## src/rtl/cmpc_pkg.sv

```systemverilog
package cmpc_pkg;

    // Boot source chosen for one configuration sequence
    typedef enum logic [1:0] {
        CMPC_SRC_NONE = 2'h0,
        CMPC_SRC_SPI = 2'h1,
        CMPC_SRC_FLASH = 2'h2
    } cmpc_src_t;

    // Timing: configuration clock tail after wake-up, cycles of the config clock
    localparam int CMPC_TAIL_MIN = 100;
    localparam int CMPC_TAIL_MAX = 500;
    localparam int CMPC_TAIL_DEFAULT = 256;
    // SRAM initialisation time in ns, and its cycle count at 100 MHz (rounded up)
    localparam int CMPC_CLK_PERIOD_NS = 10;
    localparam int CMPC_INIT_TIME_NS = 1000;
    localparam int CMPC_INIT_CYCLES = (CMPC_INIT_TIME_NS + CMPC_CLK_PERIOD_NS - 1)
        / CMPC_CLK_PERIOD_NS;

    localparam logic CMPC_DONE_ACTIVE_RESET = 1'b0;

    // Loader request/result carried as one group
    typedef struct packed {
        logic start;
        cmpc_src_t src;
    } cmpc_load_req_t;

    typedef struct packed {
        logic ok;
        logic fail;
        logic crc_err;
    } cmpc_load_rsp_t;

    // Open-drain/two-way pin drive as two signals (o, oe)
    typedef struct packed {
        logic o;
        logic oe;
    } cmpc_pin_drv_t;

endpackage : cmpc_pkg

```

## src/rtl/cmpc_ctrl.sv

```systemverilog
`timescale 1ns/100ps
// Functional notes
// - Low select high boots only from on-chip flash, high select ignored.
// - Both selects low: try SPI first, fall back to flash if image present.
// - Low select low, high select high: flash if image present, else SPI; no fallback.
// - Power-on reset or request low enters configuration by mode pins.
// - Falling request edge starts configuration when not under JTAG and low select low.
// - Under JTAG control the request pin is ignored.
// - Request, init and complete pins dedicated only when low select low.
// - High select freed as user I/O when low select high.
// - Init held low during SRAM initialisation, released when ready.
// - External low on init postpones configuration.
// - CRC mismatch drives init low, keeps complete low, no wake-up.
// - Self flash boot neither drives nor monitors init.
// - Direct programming error blocks flash boot except in self flash boot; background error harmless.
// - Complete pin open-drain by default, active drive by option.
// - Complete driven low while configuring and completion bit unset.
// - Init and request high with bit set: release or drive complete.
// - External low on complete holds device non-functional if selected.
// - Under JTAG configuration complete follows its boundary-scan cell.
// - Unused dual-purpose pins tri-state with pull-up until user mode.
// - Config clock runs 100 to 500 cycles after wake-up from an SPI load, then stops.
module cmpc_ctrl
    import cmpc_pkg::*;
#(
    parameter int INIT_CYCLES = CMPC_INIT_CYCLES,
    parameter int TAIL_CYCLES = CMPC_TAIL_DEFAULT
) (
    input wire logic ref_clk_i,
    input wire logic rst_n_i,
    input wire logic boot_select_lo_i,
    input wire logic boot_select_hi_i,
    input wire logic reconfig_request_n_i,
    input wire logic init_status_n_i,
    output logic init_status_n_o,
    output logic init_status_n_oe_o,
    input wire logic config_complete_i,
    output logic config_complete_o,
    output logic config_complete_oe_o,
    input wire logic jtag_active_i,
    input wire logic jtag_done_bscan_i,
    input wire logic done_active_drive_i,
    input wire logic wake_wait_done_i,
    input wire logic flash_image_valid_i,
    input wire logic flash_direct_error_i,
    input wire logic flash_background_error_i,
    output cmpc_load_req_t load_req_o,
    input wire cmpc_load_rsp_t load_rsp_i,
    output logic config_clock_pin_en_o,
    output logic sram_init_o,
    output logic user_mode_o,
    output logic config_pins_user_o,
    output logic select_hi_user_o,
    output logic user_io_tristate_o,
    output logic busy_o
);

    typedef enum logic [6:0] {
        CMPC_ST_IDLE = 7'h01,
        CMPC_ST_INIT = 7'h02,
        CMPC_ST_WAIT = 7'h04,
        CMPC_ST_LOAD = 7'h08,
        CMPC_ST_WAKE = 7'h10,
        CMPC_ST_USER = 7'h20,
        CMPC_ST_ERR = 7'h40
    } cmpc_state_t;

    localparam logic [15:0] INIT_LAST = 16'(INIT_CYCLES - 1);
    localparam logic [9:0] TAIL_LAST = 10'(TAIL_CYCLES - 1);

    cmpc_state_t state_reg;
    cmpc_state_t state_next;
    logic req_dly_reg;
    logic por_pend_reg;
    logic sdm_reg;
    logic hi_reg;
    logic second_try_reg;
    logic done_bit_reg;
    logic flash_block_reg;
    logic [15:0] init_cnt_reg;
    logic [9:0] tail_cnt_reg;
    logic tail_run_reg;
    cmpc_load_req_t load_req_reg;
    logic start_seq;
    logic req_fall;
    cmpc_src_t first_src;
    cmpc_src_t second_src;
    logic flash_ok;
    logic sdm_now;

    assign req_fall = req_dly_reg & ~reconfig_request_n_i;
    // request honoured only outside JTAG and when pin is dedicated
    assign start_seq = por_pend_reg
        | (req_fall & ~jtag_active_i & ~boot_select_lo_i & state_reg != CMPC_ST_IDLE);
    assign flash_ok = flash_image_valid_i & ~flash_block_reg;
    // Mode as seen from the start edge on, so SELF_FLASH_BOOT never drives init for even one cycle
    assign sdm_now = start_seq ? boot_select_lo_i : sdm_reg;

    always_comb begin
        if (sdm_reg) begin
            first_src = CMPC_SRC_FLASH;
            second_src = CMPC_SRC_NONE;
        end else if (hi_reg) begin
            first_src = flash_ok ? CMPC_SRC_FLASH : CMPC_SRC_SPI;
            second_src = CMPC_SRC_NONE;
        end else begin
            first_src = CMPC_SRC_SPI;
            second_src = flash_ok ? CMPC_SRC_FLASH : CMPC_SRC_NONE;
        end
    end

    always_ff @(posedge ref_clk_i or negedge rst_n_i) begin
        if (!rst_n_i) begin
            req_dly_reg <= 1'b1;
        end else begin
            req_dly_reg <= reconfig_request_n_i;
        end
    end

    always_ff @(posedge ref_clk_i or negedge rst_n_i) begin
        if (!rst_n_i) begin
            por_pend_reg <= 1'b1;
        end else begin
            por_pend_reg <= 1'b0;
        end
    end

    // Mode pins latched once at sequence start
    always_ff @(posedge ref_clk_i or negedge rst_n_i) begin
        if (!rst_n_i) begin
            sdm_reg <= 1'b0;
            hi_reg <= 1'b0;
        end else if (start_seq) begin
            sdm_reg <= boot_select_lo_i;
            hi_reg <= boot_select_hi_i & ~boot_select_lo_i;
        end
    end

    // Direct programming error blocks flash except in self flash boot; background error input is not used
    always_ff @(posedge ref_clk_i or negedge rst_n_i) begin
        if (!rst_n_i) begin
            flash_block_reg <= 1'b0;
        end else if (flash_direct_error_i && state_reg != CMPC_ST_USER) begin
            flash_block_reg <= 1'b1;
        end else if (flash_image_valid_i && !flash_direct_error_i && state_reg == CMPC_ST_IDLE) begin
            flash_block_reg <= 1'b0;
        end
    end

    always_comb begin
        state_next = state_reg;
        case (state_reg)
            CMPC_ST_IDLE: begin
                state_next = CMPC_ST_IDLE;
            end
            CMPC_ST_INIT: begin
                if (init_cnt_reg == INIT_LAST && reconfig_request_n_i) begin
                    state_next = sdm_reg ? CMPC_ST_LOAD : CMPC_ST_WAIT;
                end
            end
            CMPC_ST_WAIT: begin
                if (init_status_n_i) begin
                    state_next = CMPC_ST_LOAD;
                end
            end
            CMPC_ST_LOAD: begin
                if (load_rsp_i.crc_err) begin
                    state_next = CMPC_ST_ERR;
                end else if (load_rsp_i.ok) begin
                    state_next = CMPC_ST_WAKE;
                end
            end
            CMPC_ST_WAKE: begin
                // optional hold while complete pin is pulled low externally
                if (!wake_wait_done_i || config_complete_i || sdm_reg) begin
                    state_next = CMPC_ST_USER;
                end
            end
            CMPC_ST_USER: begin
                state_next = CMPC_ST_USER;
            end
            CMPC_ST_ERR: begin
                state_next = CMPC_ST_ERR;
            end
            default: begin
                state_next = CMPC_ST_IDLE;
            end
        endcase
        if (start_seq) begin
            state_next = CMPC_ST_INIT;
        end
    end

    always_ff @(posedge ref_clk_i or negedge rst_n_i) begin
        if (!rst_n_i) begin
            state_reg <= CMPC_ST_IDLE;
        end else begin
            state_reg <= state_next;
        end
    end

    always_ff @(posedge ref_clk_i or negedge rst_n_i) begin
        if (!rst_n_i) begin
            init_cnt_reg <= 16'h0000;
        end else if (state_reg != CMPC_ST_INIT || start_seq) begin
            init_cnt_reg <= 16'h0000;
        end else if (init_cnt_reg != INIT_LAST) begin
            init_cnt_reg <= init_cnt_reg + 16'h0001;
        end
    end

    // Loader request: first source, one fallback try on failure
    always_ff @(posedge ref_clk_i or negedge rst_n_i) begin
        if (!rst_n_i) begin
            load_req_reg <= '0;
            second_try_reg <= 1'b0;
        end else begin
            load_req_reg.start <= 1'b0;
            if (state_reg != CMPC_ST_LOAD && state_next == CMPC_ST_LOAD) begin
                load_req_reg.start <= 1'b1;
                load_req_reg.src <= first_src;
                second_try_reg <= 1'b0;
            end else if (state_reg == CMPC_ST_LOAD && load_rsp_i.fail && !second_try_reg
                    && second_src != CMPC_SRC_NONE) begin
                load_req_reg.start <= 1'b1;
                load_req_reg.src <= second_src;
                second_try_reg <= 1'b1;
            end
        end
    end

    always_ff @(posedge ref_clk_i or negedge rst_n_i) begin
        if (!rst_n_i) begin
            done_bit_reg <= 1'b0;
        end else if (start_seq) begin
            done_bit_reg <= 1'b0;
        end else if (state_reg == CMPC_ST_LOAD && load_rsp_i.ok && !load_rsp_i.crc_err) begin
            done_bit_reg <= 1'b1;
        end
    end

    // Config clock tail after wake-up in master SPI loads
    always_ff @(posedge ref_clk_i or negedge rst_n_i) begin
        if (!rst_n_i) begin
            tail_cnt_reg <= 10'h000;
            tail_run_reg <= 1'b0;
        end else if (start_seq) begin
            tail_cnt_reg <= 10'h000;
            tail_run_reg <= 1'b0;
        end else if (state_reg == CMPC_ST_WAKE && state_next == CMPC_ST_USER
                && load_req_reg.src == CMPC_SRC_SPI) begin
            tail_run_reg <= 1'b1;
        end else if (tail_run_reg) begin
            if (tail_cnt_reg == TAIL_LAST) begin
                tail_run_reg <= 1'b0;
            end else begin
                tail_cnt_reg <= tail_cnt_reg + 10'h001;
            end
        end
    end

    always_ff @(posedge ref_clk_i or negedge rst_n_i) begin
        if (!rst_n_i) begin
            init_status_n_o <= 1'b0;
            init_status_n_oe_o <= 1'b0;
            config_complete_o <= 1'b0;
            config_complete_oe_o <= 1'b0;
            config_clock_pin_en_o <= 1'b0;
        end else begin
            init_status_n_o <= 1'b0;
            // pull init low in init and on CRC error, never in SELF_FLASH_BOOT
            init_status_n_oe_o <= ~sdm_now & (state_next == CMPC_ST_INIT
                | state_next == CMPC_ST_ERR);
            if (jtag_active_i) begin
                config_complete_o <= jtag_done_bscan_i;
                config_complete_oe_o <= 1'b1;
            end else if (sdm_now || state_next == CMPC_ST_IDLE) begin
                config_complete_o <= 1'b0;
                config_complete_oe_o <= 1'b0;
            end else if (done_bit_reg && init_status_n_i && reconfig_request_n_i
                    && state_next != CMPC_ST_ERR) begin
                config_complete_o <= done_active_drive_i;
                config_complete_oe_o <= done_active_drive_i;
            end else begin
                config_complete_o <= 1'b0;
                config_complete_oe_o <= 1'b1;
            end
            config_clock_pin_en_o <= (state_next == CMPC_ST_LOAD
                & load_req_reg.src == CMPC_SRC_SPI) | tail_run_reg;
        end
    end

    assign load_req_o = load_req_reg;
    assign sram_init_o = (state_reg == CMPC_ST_INIT);
    assign user_mode_o = (state_reg == CMPC_ST_USER);
    assign config_pins_user_o = boot_select_lo_i;
    assign select_hi_user_o = boot_select_lo_i;
    assign user_io_tristate_o = (state_reg != CMPC_ST_USER);
    assign busy_o = (state_reg != CMPC_ST_USER) && (state_reg != CMPC_ST_IDLE);

    a_crc_err_init: assert property (@(posedge ref_clk_i) disable iff (!rst_n_i)
        (state_reg == CMPC_ST_ERR && !sdm_reg) |-> init_status_n_oe_o && !init_status_n_o)
        else $error("init not low after CRC error");
    a_sdm_no_init: assert property (@(posedge ref_clk_i) disable iff (!rst_n_i)
        sdm_reg |-> !init_status_n_oe_o)
        else $error("init driven in self flash boot");
    a_wait_init: assert property (@(posedge ref_clk_i) disable iff (!rst_n_i)
        (state_reg == CMPC_ST_WAIT && !init_status_n_i && !start_seq)
        |=> state_reg == CMPC_ST_WAIT)
        else $error("left wait while init held low");
    a_jtag_ignore: assert property (@(posedge ref_clk_i) disable iff (!rst_n_i)
        (jtag_active_i && !por_pend_reg) |-> !start_seq)
        else $error("request honoured under JTAG");
    a_req_start: assert property (@(posedge ref_clk_i) disable iff (!rst_n_i)
        (req_fall && !jtag_active_i && !boot_select_lo_i && state_reg != CMPC_ST_IDLE)
        |=> state_reg == CMPC_ST_INIT)
        else $error("request edge did not start configuration");
    a_sdm_src: assert property (@(posedge ref_clk_i) disable iff (!rst_n_i)
        (load_req_o.start && sdm_reg) |-> load_req_o.src == CMPC_SRC_FLASH)
        else $error("self flash boot used another source");
    a_done_low: assert property (@(posedge ref_clk_i) disable iff (!rst_n_i)
        (!jtag_active_i && $past(!jtag_active_i) && state_reg == CMPC_ST_LOAD && !sdm_reg
        && !done_bit_reg) |-> config_complete_oe_o && !config_complete_o)
        else $error("complete not low during configuration");
    a_err_stuck: assert property (@(posedge ref_clk_i) disable iff (!rst_n_i)
        (state_reg == CMPC_ST_ERR && !start_seq) |=> !user_mode_o)
        else $error("woke up after CRC error");
    a_flash_block: assert property (@(posedge ref_clk_i) disable iff (!rst_n_i)
        (load_req_o.start && $past(flash_block_reg) && !sdm_reg)
        |-> load_req_o.src == CMPC_SRC_SPI)
        else $error("blocked flash image used");
    a_tail_stop: assert property (@(posedge ref_clk_i) disable iff (!rst_n_i)
        (state_reg == CMPC_ST_USER && !tail_run_reg) |=> !config_clock_pin_en_o)
        else $error("config clock runs after its tail");
    a_done_release: assert property (@(posedge ref_clk_i) disable iff (!rst_n_i)
        (state_reg == CMPC_ST_USER && !sdm_reg && !jtag_active_i && init_status_n_i
        && reconfig_request_n_i) |=> config_complete_oe_o == $past(done_active_drive_i))
        else $error("complete not released in user mode");

endmodule : cmpc_ctrl

```

## config.mk

```make
export PLATFORM = sky130hd
export DESIGN_NAME = cmpc_ctrl
export DESIGN_NICKNAME = d
export VERILOG_FILES = /design/src/rtl/cmpc_pkg.sv /design/src/rtl/cmpc_ctrl.sv
export SDC_FILE = /design/constraint.sdc
export NUM_CORES = 1
export LEC_CHECK = 0
export ABC_AREA = 1
export BUFFER_PORTS_ARGS = -buffer_cell sky130_fd_sc_hd__buf_2
export CORE_MARGIN = 8
export CORE_UTILIZATION = 58
export DETAILED_ROUTE_END_ITERATION = 8
export GPL_ROUTABILITY_DRIVEN = 1
export PLACE_DENSITY = 0.79
export SKIP_CTS_REPAIR_TIMING = 1
export SYNTH_ARGS = -nofsm -noshare
export SYNTH_HDL_FRONTEND = slang
export SYNTH_SLANG_ARGS = --single-unit
```

## constraint.sdc

```tcl
create_clock -name ref_clk_i -period 1.87 [get_ports ref_clk_i]
set_input_delay 0.187 -clock ref_clk_i [delete_from_list [all_inputs] [get_ports ref_clk_i]]
set_output_delay 0.187 -clock ref_clk_i [all_outputs]
set_load 0.05 [all_outputs]
```

==> flow_metrics.env, run 1 <==
export IMPL_cpMaxStageDelayCell="dfstp_2"
export IMPL_cts_buffers=5
export IMPL_die_w_um=83.6
export IMPL_hold_class="input port to flip-flop"
export IMPL_postRouteAntennaNets=0
export IMPL_avgSynthCellArea_um2=7.61
export IMPL_startpoint_type="flip-flop"
export IMPL_cts_path_max_buffers=2
export IMPL_rows=24
export IMPL_wl_per_cell_um=14.0
export IMPL_die_area_um2=6990
export IMPL_grt_pass1_vias=2335
export IMPL_grt_start_max_net_pins=33
export IMPL_crit_chain="inv_2 > nor2_4 > nand3_4 > a21oi_4 > buf_6 > buf_4 > inv_2 > or2_0 > o21ai_2"
export IMPL_setup_viol=0
export IMPL_clkLatencyLatePin_ns=0.31
export IMPL_cap_violations=0
export IMPL_fin_tns_setup_ns=0
export IMPL_critical_path_class="flip-flop to flip-flop"
export IMPL_die_h_um=83.6
export IMPL_cts_htree_levels=2
export IMPL_synth_seq_cells=48
export IMPL_drc_errors=0
export IMPL_vias_per_cell=5.47
export IMPL_max_freq_mhz=551
export IMPL_final_common_cell="nand2_1"
export IMPL_synth_edff_count=0
export IMPL_stdcell_area_um2=3260
export IMPL_synth_cell_types=38
export IMPL_worst_ir_drop_vdd_uv=406
export IMPL_top_usage_layer="met2"
export IMPL_dp_cells=433
export IMPL_vias=2476
export IMPL_crit_top_cell="inv_2"
export IMPL_async_reset_ff_share_pct=100
export IMPL_critical_path_endpoint_type="flip-flop"
export IMPL_worst_slew_pin_slew_ns=0.706
export IMPL_fin_crit_ns=1.81
export IMPL_dr_pass1_iters=5
export IMPL_fin_crit_sh_pct=97.0
export IMPL_hold_slack_ns=0.0772
export IMPL_finalHoldViolations=0
export IMPL_dp_hpwl_um=4410
export IMPL_rsz0062_at_grt="true"
export IMPL_synth_warning_count=0
export IMPL_synth_cells=348
export IMPL_use_met2_pct=28.1
export IMPL_relSlewSlack_pct=52.9
export IMPL_root_buffer="clkbuf_8"
export IMPL_power_leakage_nw=1.53
export IMPL_core_um2=4380
export IMPL_crit_fanout=8
export IMPL_grt_pass1_wl_um=10000
export IMPL_slew_viol_final=0
export IMPL_place_area_um2=2910
export IMPL_cts_sinks=48
export IMPL_synth_flop_cell="dfrtp_1"
export IMPL_cts_tree="done"
export IMPL_n_antenna_cell=0
export IMPL_slowest_delay_ns=0.57
export IMPL_final_cell_mix="71 x nand2_1, 44 x dfrtp_1, 40 x inv_1"
export IMPL_largest_reg_flops=16
export IMPL_ios=31
export IMPL_fillCellCount=331
export IMPL_syn_area_um2=2650
export IMPL_fin_cells=453
export IMPL_gp_congestion=0.862
export IMPL_crit_arrival_ns=2.05
export IMPL_p_per_area_nw_per_um2=624
export IMPL_areaGrowthSynthToFinish_pct=23.0
export IMPL_port_buffers=28
export IMPL_met1_usage_pct=20.6
export IMPL_overflow=0
export IMPL_grt_usage_pct=16.7
export IMPL_crit_required_ns=2.10
export IMPL_clkTransAtPathRegs_ns=0.08
export IMPL_final_net_count=419
export IMPL_yosysSeqAreaShare_pct=45.5
export IMPL_outcome="finished, final reports clean"
export IMPL_grt_antenna_before_repair=0
export IMPL_drive_gt1_share_pct=26.4
export IMPL_wl_um=6350
export IMPL_initial_utilization_pct=60.4
export IMPL_drtIter0Drc=212
export IMPL_finClkSkew_ns=0.0119
export IMPL_use_met3_pct=4.20
==> synthesized netlist by cell type, types with 3 or more instances <==
cell | count | area share [%]
a211oi_1 | 3 | 0.85
buf_4 | 5 | 1.4
inv_1 | 42 | 6.0
dfrtp_1 | 45 | 43
nand2_1 | 82 | 12
a21oi_1 | 16 | 3.0
nor2_2 | 4 | 0.94
inv_2 | 3 | 0.43
nand3b_1 | 4 | 1.1
nor3_1 | 10 | 1.9
nand3_1 | 24 | 4.5
nor2_1 | 41 | 5.8
nand4_1 | 11 | 2.6
xor2_1 | 3 | 0.99
dfstp_2 | 3 | 3.0
o21ai_0 | 17 | 3.2
nand2_2 | 3 | 0.71
o21ai_1 | 5 | 0.94
==> through the flow <==
| stage | setup slack [ns] | util, % | power, mW |
|---|---|---|---|
| final | 0.0563 | 74.3 | 2.03 |
| after global routing | -0.165 | 74.3 | 2.11 |
| after CTS | -0.0183 | 68.4 | 2.00 |
| after detailed placement | 0.00992 | 66.3 | 1.35 |
| after global placement | 0.0462 | 66.3 | 1.34 |
| after floorplan | 0.0210 | - | 1.26 |
==> report_power, final <==
part / switching [mW] / internal, mW
logic: 0.182 / 0.108
clock network: 0.348 / 0.296
registers: 0.0276 / 1.07
==> cell families (layout without fill, tap and decap cells) <==
group / after synthesis / after routing / synth area share [%]
AOI/OAI and AO/OA: 50 / 50 / 11.0
xor gates and xnor gates: 4 / 4 / 1.32
adders and majority gates: 2 / 2 / 0.945
buffers and inverters: 55 / 107 / 9.21
DFF: 48 / 48 / 45.5
other: 1 / 2 / 0.142
and+or+nand+nor: 188 / 188 / 31.9
==> area by class of cell <==
type                            instances  area (um^2)  share of cell area [%]
Multi-Input combinational cell        246         1320                    40.5
Sequential cell                        48         1210                    37.0
Timing Repair Buffer                   53          395                    12.1
Inverter                               46          179                    5.49
Clock buffer                            6         82.6                    2.54
Tap cell                               52         65.1                    2.00
Clock inverter                          2         10.0                   0.307
==> worst paths after layout <==
path	depth (start not counted)	from	slack, ns	endpoint
setup / recovery	9	state_reg[0]$_DFF_PN1_	0.06	tail_cnt_reg[0]$_DFFE_PN0P_
hold / removal	3	boot_select_hi_i	0.08	hi_reg$_DFFE_PN0N_
setup reg to reg	9	state_reg[0]$_DFF_PN1_	0.06	tail_cnt_reg[0]$_DFFE_PN0P_
hold reg to reg	2	second_try_reg$_DFFE_PN0P_	0.49	second_try_reg$_DFFE_PN0P_
max in group asynchronous	3	rst_n_i	0.80	load_req_o[1]$_DFFE_PN0P_
min in group asynchronous	2	rst_n_i	0.45	init_cnt_reg[13]$_DFFE_PN0P_
==> critical path: cells and delay by family (launching register included) <==
kind	cells	cell delay [ns]
AOI/OAI and AO/OA	2	0.37
DFF	1	0.57
and+or+nand+nor	3	0.47
buffers and inverters	4	0.34
==> routing by layer <==
| metal | up-vias | part of all wire (%) |
|---|---|---|
| met4 | 0 | 0.94 |
| met3 | 8 | 4.7 |
| met1 | 1162 | 44 |
| met2 | 71 | 50 |
| li1 | 1235 | - |
| met5 | - | 0 |
No activity file was read; power rests on OpenSTA's default activity.
==> run 2: changes to the inputs <==
ABC_AREA = not set   (was 1)
PLACE_DENSITY = not set   (was 0.79)
PLACE_DENSITY_LB_ADDON = 0.1   (was not set)
==> run 2 against run 1 <==
  * Final cell count fell by 12%
  * Sequential power is essentially flat
  * Via count fell by 2.7%
  * The run now ends with setup timing left
  * Worst setup slack lost 0.34 ns
  * Clock skew shrank 0.0069 ns
==> flow_metrics.env, run 2 <==
export IMPL_crit_arrival_ns=2.40
export IMPL_areaGrowthSynthToFinish_pct=42.2
export IMPL_initial_utilization_pct=59.1
export IMPL_synth_most_common_cell="dfrtp_1"
export IMPL_p_clk_share_pct=34.9
export IMPL_dr_pass1_iters=7
export IMPL_critical_path_class="flip-flop to flip-flop"
export IMPL_setup_viol=40
export IMPL_crit_fanout=4
export IMPL_synth_warning_count=0
export IMPL_gp_congestion=0.873
export IMPL_cts_tree="done"
export IMPL_synth_area_leaders="dfrtp_1 44%, nor2_1 5.0%, xor2_1 3.8%"
export IMPL_startpoint="state_reg[2]$_DFF_PN0_"
export IMPL_cts_htree_levels=2
export IMPL_port_buffers=28
export IMPL_cts_buffers=5
export IMPL_root_buffer="clkbuf_8"
export IMPL_fin_crit_ns=2.16
export IMPL_fillCellCount=237
export IMPL_yosysSeqAreaShare_pct=47.5
export IMPL_clkLatencyLatePin_ns=0.31
export IMPL_max_freq_mhz=464
export IMPL_overflow=0
export IMPL_startpoint_type="flip-flop"
export IMPL_syn_area_um2=2540
export IMPL_stdcell_area_um2=3610
export IMPL_grt_pass1_vias=2311
export IMPL_final_common_cell="buf_4"
export IMPL_outcome="finished, violations left"
export IMPL_r2r_start="state_reg[2]$_DFF_PN0_"
export IMPL_cap_violations=0
export IMPL_wl_um=7330
export IMPL_synth_edff_count=0
export IMPL_critical_path_endpoint_type="flip-flop"
export IMPL_final_net_count=366
export IMPL_vias=2409
export IMPL_p_per_area_nw_per_um2=597
export IMPL_p_switching_uw=567
export IMPL_drc_errors=0
export IMPL_grt_start_max_net_pins=26
export IMPL_synth_seq_cells=48
export IMPL_hold_slack_ns=0.120
export IMPL_cts_path_max_buffers=2
export IMPL_setup_slack_ns=-0.285
export IMPL_place_area_um2=3240
export IMPL_violations="setup timing"
export IMPL_die_h_um=82.1
export IMPL_grt_antenna_before_repair=0
export IMPL_clkTransAtPathRegs_ns=0.09
export IMPL_worst_slew_pin_slew_ns=0.626
export IMPL_core_um2=4290
export IMPL_async_reset_ff_share_pct=100
export IMPL_worst_ir_drop_vdd_uv=360
export IMPL_wl_per_cell_um=18.3
export IMPL_seqPwrFrac_pct=50.1
export IMPL_synth_cells=255
export IMPL_hold_class="input port to flip-flop"
export IMPL_avgSynthCellArea_um2=9.95
export IMPL_cts_sinks=48
export IMPL_finalPower_mw=2.15
export IMPL_reg2reg_slack_ns=-0.29
export IMPL_drive_gt1_share_pct=44.0
export IMPL_hold_start="jtag_done_bscan_i"
export IMPL_n_antenna_cell=0
export IMPL_fin_crit_sh_pct=115
export IMPL_fin_cells=400
export IMPL_grt_pass1_wl_um=10700
export IMPL_switching_share_pct=26.3
export IMPL_final_cell_mix="55 x buf_4, 44 x dfrtp_1, 24 x buf_2"
export IMPL_vias_per_cell=6.02
export IMPL_dp_cells=386
export IMPL_power_leakage_nw=1.60
export IMPL_postRouteAntennaNets=0
export IMPL_synth_top_area_share_pct=44.4
export IMPL_rows=24
export IMPL_pwr_share_comb_pct=15.0
export IMPL_largest_reg_flops=16
export IMPL_finalHoldViolations=0
export IMPL_ios=31
export IMPL_finClkSkew_ns=0.00506
export IMPL_internal_power_mw=1.59
export IMPL_grt_usage_pct=20.5
export IMPL_synthTopCellsByCount="45 x dfrtp_1, 34 x nor2_1, 19 x nand2_1, 14 x nand3_1, 11 x xor2_1"
export IMPL_die_area_um2=6740
export IMPL_drtIter0Drc=173
export IMPL_dp_hpwl_um=4850
export IMPL_die_w_um=82.1
export IMPL_synth_area_leader_cell="dfrtp_1"
export IMPL_synth_flop_cell="dfrtp_1"
export IMPL_relSlewSlack_pct=57.2
export IMPL_synth_cell_types=60
export IMPL_rsz0062_at_grt="true"
export IMPL_crit_required_ns=2.12
export IMPL_slew_viol_final=0
==> run 2: worst max-delay path: stages (launching register included) <==
cell and delay, ns:
dfrtp_1 0.39, or4_4 0.56, or3_4 0.42, or3_4 0.34, a211oi_2 0.25, a21o_1 0.14
==> run 2: metal layers <==
layer	global-route usage, %	wire [um]
met2	34.3	3840
met5	0	0
met4	7.54	137
met3	3.46	449
met1	26.1	2910
==> run 2: logic make-up (layout without fill, tap and decap cells) <==
kind of cell	Yosys count	after routing	share of synthesized area (%)
flip-flops	48	48	47.5
other	1	2	0.148
adder cells (fa/ha/maj)	2	2	0.987
buffers and inverters	14	106	2.71
AND/OR/NAND/NOR	127	127	28.1
multiplexers	9	9	3.60
AO/OA/AOI/OAI	35	35	10.4
XOR/XNOR	19	19	6.56
==> run 2: final timing paths <==
check                                                   to  depth (start not counted)
hold reg to reg            config_clock_pin_en_o$_DFF_PN0_                          1
max in group asynchronous           state_reg[0]$_DFF_PN1_                          3
setup / recovery           config_clock_pin_en_o$_DFF_PN0_                          5
min in group asynchronous      init_cnt_reg[7]$_DFFE_PN0P_                          2
hold / removal                 config_complete_o$_DFF_PN0_                          2
setup reg to reg           config_clock_pin_en_o$_DFF_PN0_                          5
==> run 2: area by class of cell <==
class                      count  area [um^2]  share of cell area, %
clock buffer                   5         68.8                   1.91
clock inverter                 3         42.5                   1.18
inverter                       5         22.5                  0.624
multi-input combinational    194         1470                   40.9
sequential                    48         1210                   33.4
tap                           52         65.1                   1.80
timing repair buffer          93          728                   20.2
==> run 2: power groups by stage <==
stage                     clock, mW  combinational [mW]  sequential (mW)
after floorplan                   0               0.108             1.12
after global placement            0               0.259             1.10
after detailed placement          0               0.265             1.10
after CTS                     0.760               0.265             1.08
after global routing          0.793               0.347             1.08
final                         0.752               0.324             1.08
==> run 2: metrics by stage <==
| step | setup TNS (ns) | setup WS, ns | util [%] |
|---|---|---|---|
| 6_report | -4.40 | -0.285 | 84.0 |
| 5_1_grt | -8.45 | -0.366 | 84.0 |
| 4_1_cts | -4.69 | -0.232 | 78.1 |
| 3_5_place_dp | -2.81 | -0.217 | 75.5 |
| 3_3_place_gp | -2.07 | -0.160 | 75.5 |
| 2_1_floorplan | -0.896 | -0.210 | - |
==> run 3: changes to the inputs <==
CORE_UTILIZATION = 60   (was 58)
CTS_BUF_LIST = sky130_fd_sc_hd__clkbuf_2 sky130_fd_sc_hd__clkbuf_4 sky130_fd_sc_hd__clkbuf_8   (was not set)
==> run 3 against run 2 <==
  * The run still ends with setup timing left
  * Register-to-register slack better by 0.02 ns
  * Die area is 2.7% lower
  * Worst setup slack better by 0.023 ns
  * Highest routed layer unchanged
==> flow_metrics.env, run 3 (same netlist as run 2, synthesis figures left out) <==
export IMPL_outcome="finished, violations left"
export IMPL_violations="setup timing"
export IMPL_drc_errors=0
export IMPL_clkLatencyLatePin_ns=0.31
export IMPL_finClkSkew_ns=0.0125
export IMPL_final_cell_mix="57 x buf_4, 44 x dfrtp_1, 24 x buf_2"
export IMPL_cts_path_max_buffers=2
export IMPL_grt_usage_pct=19.7
export IMPL_largest_reg_flops=16
export IMPL_initial_utilization_pct=63.0
export IMPL_startpoint_type="flip-flop"
export IMPL_postRouteAntennaNets=0
export IMPL_fillCellCount=157
export IMPL_core_um2=4030
export IMPL_p_per_area_nw_per_um2=573
export IMPL_critical_path_class="flip-flop to flip-flop"
export IMPL_drive_gt1_share_pct=45.7
export IMPL_worst_slew_pin_slew_ns=0.534
export IMPL_pwr_share_comb_pct=15.4
export IMPL_multi_input_area_um2=1510
export IMPL_dr_pass1_iters=4
export IMPL_fin_util_pct=90.2
export IMPL_root_buffer="clkbuf_8"
export IMPL_final_net_count=368
export IMPL_worst_ir_drop_vdd_uv=532
export IMPL_grt_pass1_wl_um=10100
export IMPL_ios=31
export IMPL_drtIter0Drc=266
export IMPL_finalHoldViolations=0
export IMPL_cap_violations=0
export IMPL_p_clk_share_pct=32.6
export IMPL_rsz0062_at_grt="true"
export IMPL_crit_fanout=3
export IMPL_crit_required_ns=2.07
export IMPL_dp_hpwl_um=4540
export IMPL_vias=2537
export IMPL_wl_per_cell_um=21.2
export IMPL_power_leakage_nw=1.61
export IMPL_vias_per_cell=6.34
export IMPL_wl_um=8490
export IMPL_internal_power_mw=1.52
export IMPL_cts_tree="done"
export IMPL_areaGrowthSynthToFinish_pct=43.2
export IMPL_fin_crit_ns=2.13
export IMPL_switching_share_pct=27.0
export IMPL_clkTransAtPathRegs_ns=0.09
export IMPL_seqPwrFrac_pct=52.1
export IMPL_p_switching_uw=562
export IMPL_grt_pass1_vias=2225
export IMPL_cts_buffers=5
export IMPL_rows=23
export IMPL_die_h_um=81.0
export IMPL_port_buffers=28
export IMPL_fin_crit_sh_pct=114
export IMPL_gp_congestion=0.877
export IMPL_critical_path_endpoint_type="flip-flop"
export IMPL_die_area_um2=6560
export IMPL_seq_area_um2=1210
export IMPL_overflow=0
export IMPL_n_antenna_cell=0
export IMPL_setup_viol=40
export IMPL_hold_class="input port to flip-flop"
export IMPL_cts_sinks=48
export IMPL_grt_start_max_net_pins=49
export IMPL_cts_htree_levels=2
export IMPL_final_common_cell="buf_4"
export IMPL_crit_arrival_ns=2.33
export IMPL_relSlewSlack_pct=64.3
export IMPL_die_w_um=81.0
export IMPL_slew_viol_final=0
export IMPL_setup_slack_ns=-0.262
export IMPL_dp_slack_ns=-0.198
export IMPL_grt_antenna_before_repair=0
export IMPL_max_freq_mhz=469
==> run 3: cell count changes in the layout (fill, tap and decap cells not counted), sizes merged <==
cell / change
buf: +3
bufinv: -1
clkbuf: +2
clkinv: -1
clkinvlp: -1
==> run 3: final timing paths <==
path                                             start  cells after the start  slack [ns]                               to
max reg2reg                init_cnt_reg[0]$_DFFE_PN0P_                      6       -0.26        load_req_o[0]$_DFFE_PN0P_
max in group asynchronous                      rst_n_i                      3        1.20           state_reg[0]$_DFF_PN1_
min in group asynchronous                      rst_n_i                      3        0.37      init_cnt_reg[7]$_DFFE_PN0P_
min                               flash_direct_error_i                      2        0.13      flash_block_reg$_DFFE_PN0P_
min reg2reg                     tail_run_reg$_DFF_PN0_                      1        0.49  config_clock_pin_en_o$_DFF_PN0_
max                        init_cnt_reg[0]$_DFFE_PN0P_                      6       -0.26        load_req_o[0]$_DFFE_PN0P_
==> run 3: worst max-delay path: stages, from the launching register on <==
cell and delay (ns):
dfrtp_1 0.40, ha_1 0.19, nand4b_1 0.30, nor4_4 0.41
a41oi_2 0.18, nor3_4 0.22, mux2_4 0.32
==> run 3: layout make-up <==
class | count | area share [%]
well taps | 50 | 1.72
clock buffers | 8 | 2.69
repair buffers | 95 | 20.2
multi-input cells | 194 | 41.6
flip-flops and latches | 48 | 33.2
inverters | 5 | 0.620
==> run 3: power by group through the flow <==
stage / clock, mW / combinational (mW) / sequential [mW]
6_report: 0.677 / 0.320 / 1.08
5_1_grt: 0.730 / 0.337 / 1.08
4_1_cts: 0.680 / 0.263 / 1.08
3_5_place_dp: 0 / 0.262 / 1.10
3_3_place_gp: 0 / 0.258 / 1.10
2_1_floorplan: 0 / 0.108 / 1.12
==> run 3: metrics by stage <==
step / area, um^2 / total power, mW / hold WS, ns / cells / TNS, ns
3_5_place_dp: 3220 / 1.36 / 0.189 / 381 / -3.28
5_1_grt: 3630 / 2.15 / 0.124 / 400 / -7.70
6_report: 3630 / 2.08 / 0.132 / 400 / -5.14
3_3_place_gp: 3220 / 1.35 / 0.187 / 381 / -2.61
2_1_floorplan: 2630 / 1.23 / -0.109 / 256 / -0.896
4_1_cts: 3320 / 2.02 / -0.143 / 389 / -5.38
==> run 3: layer usage <==
metal	wire length, um	up-vias	global-route usage [%]
li1	-	1101	-
met1	3320	1275	25.4
met2	4270	130	31.1
met3	578	31	4.75
met4	320	0	8.39
met5	0	-	0
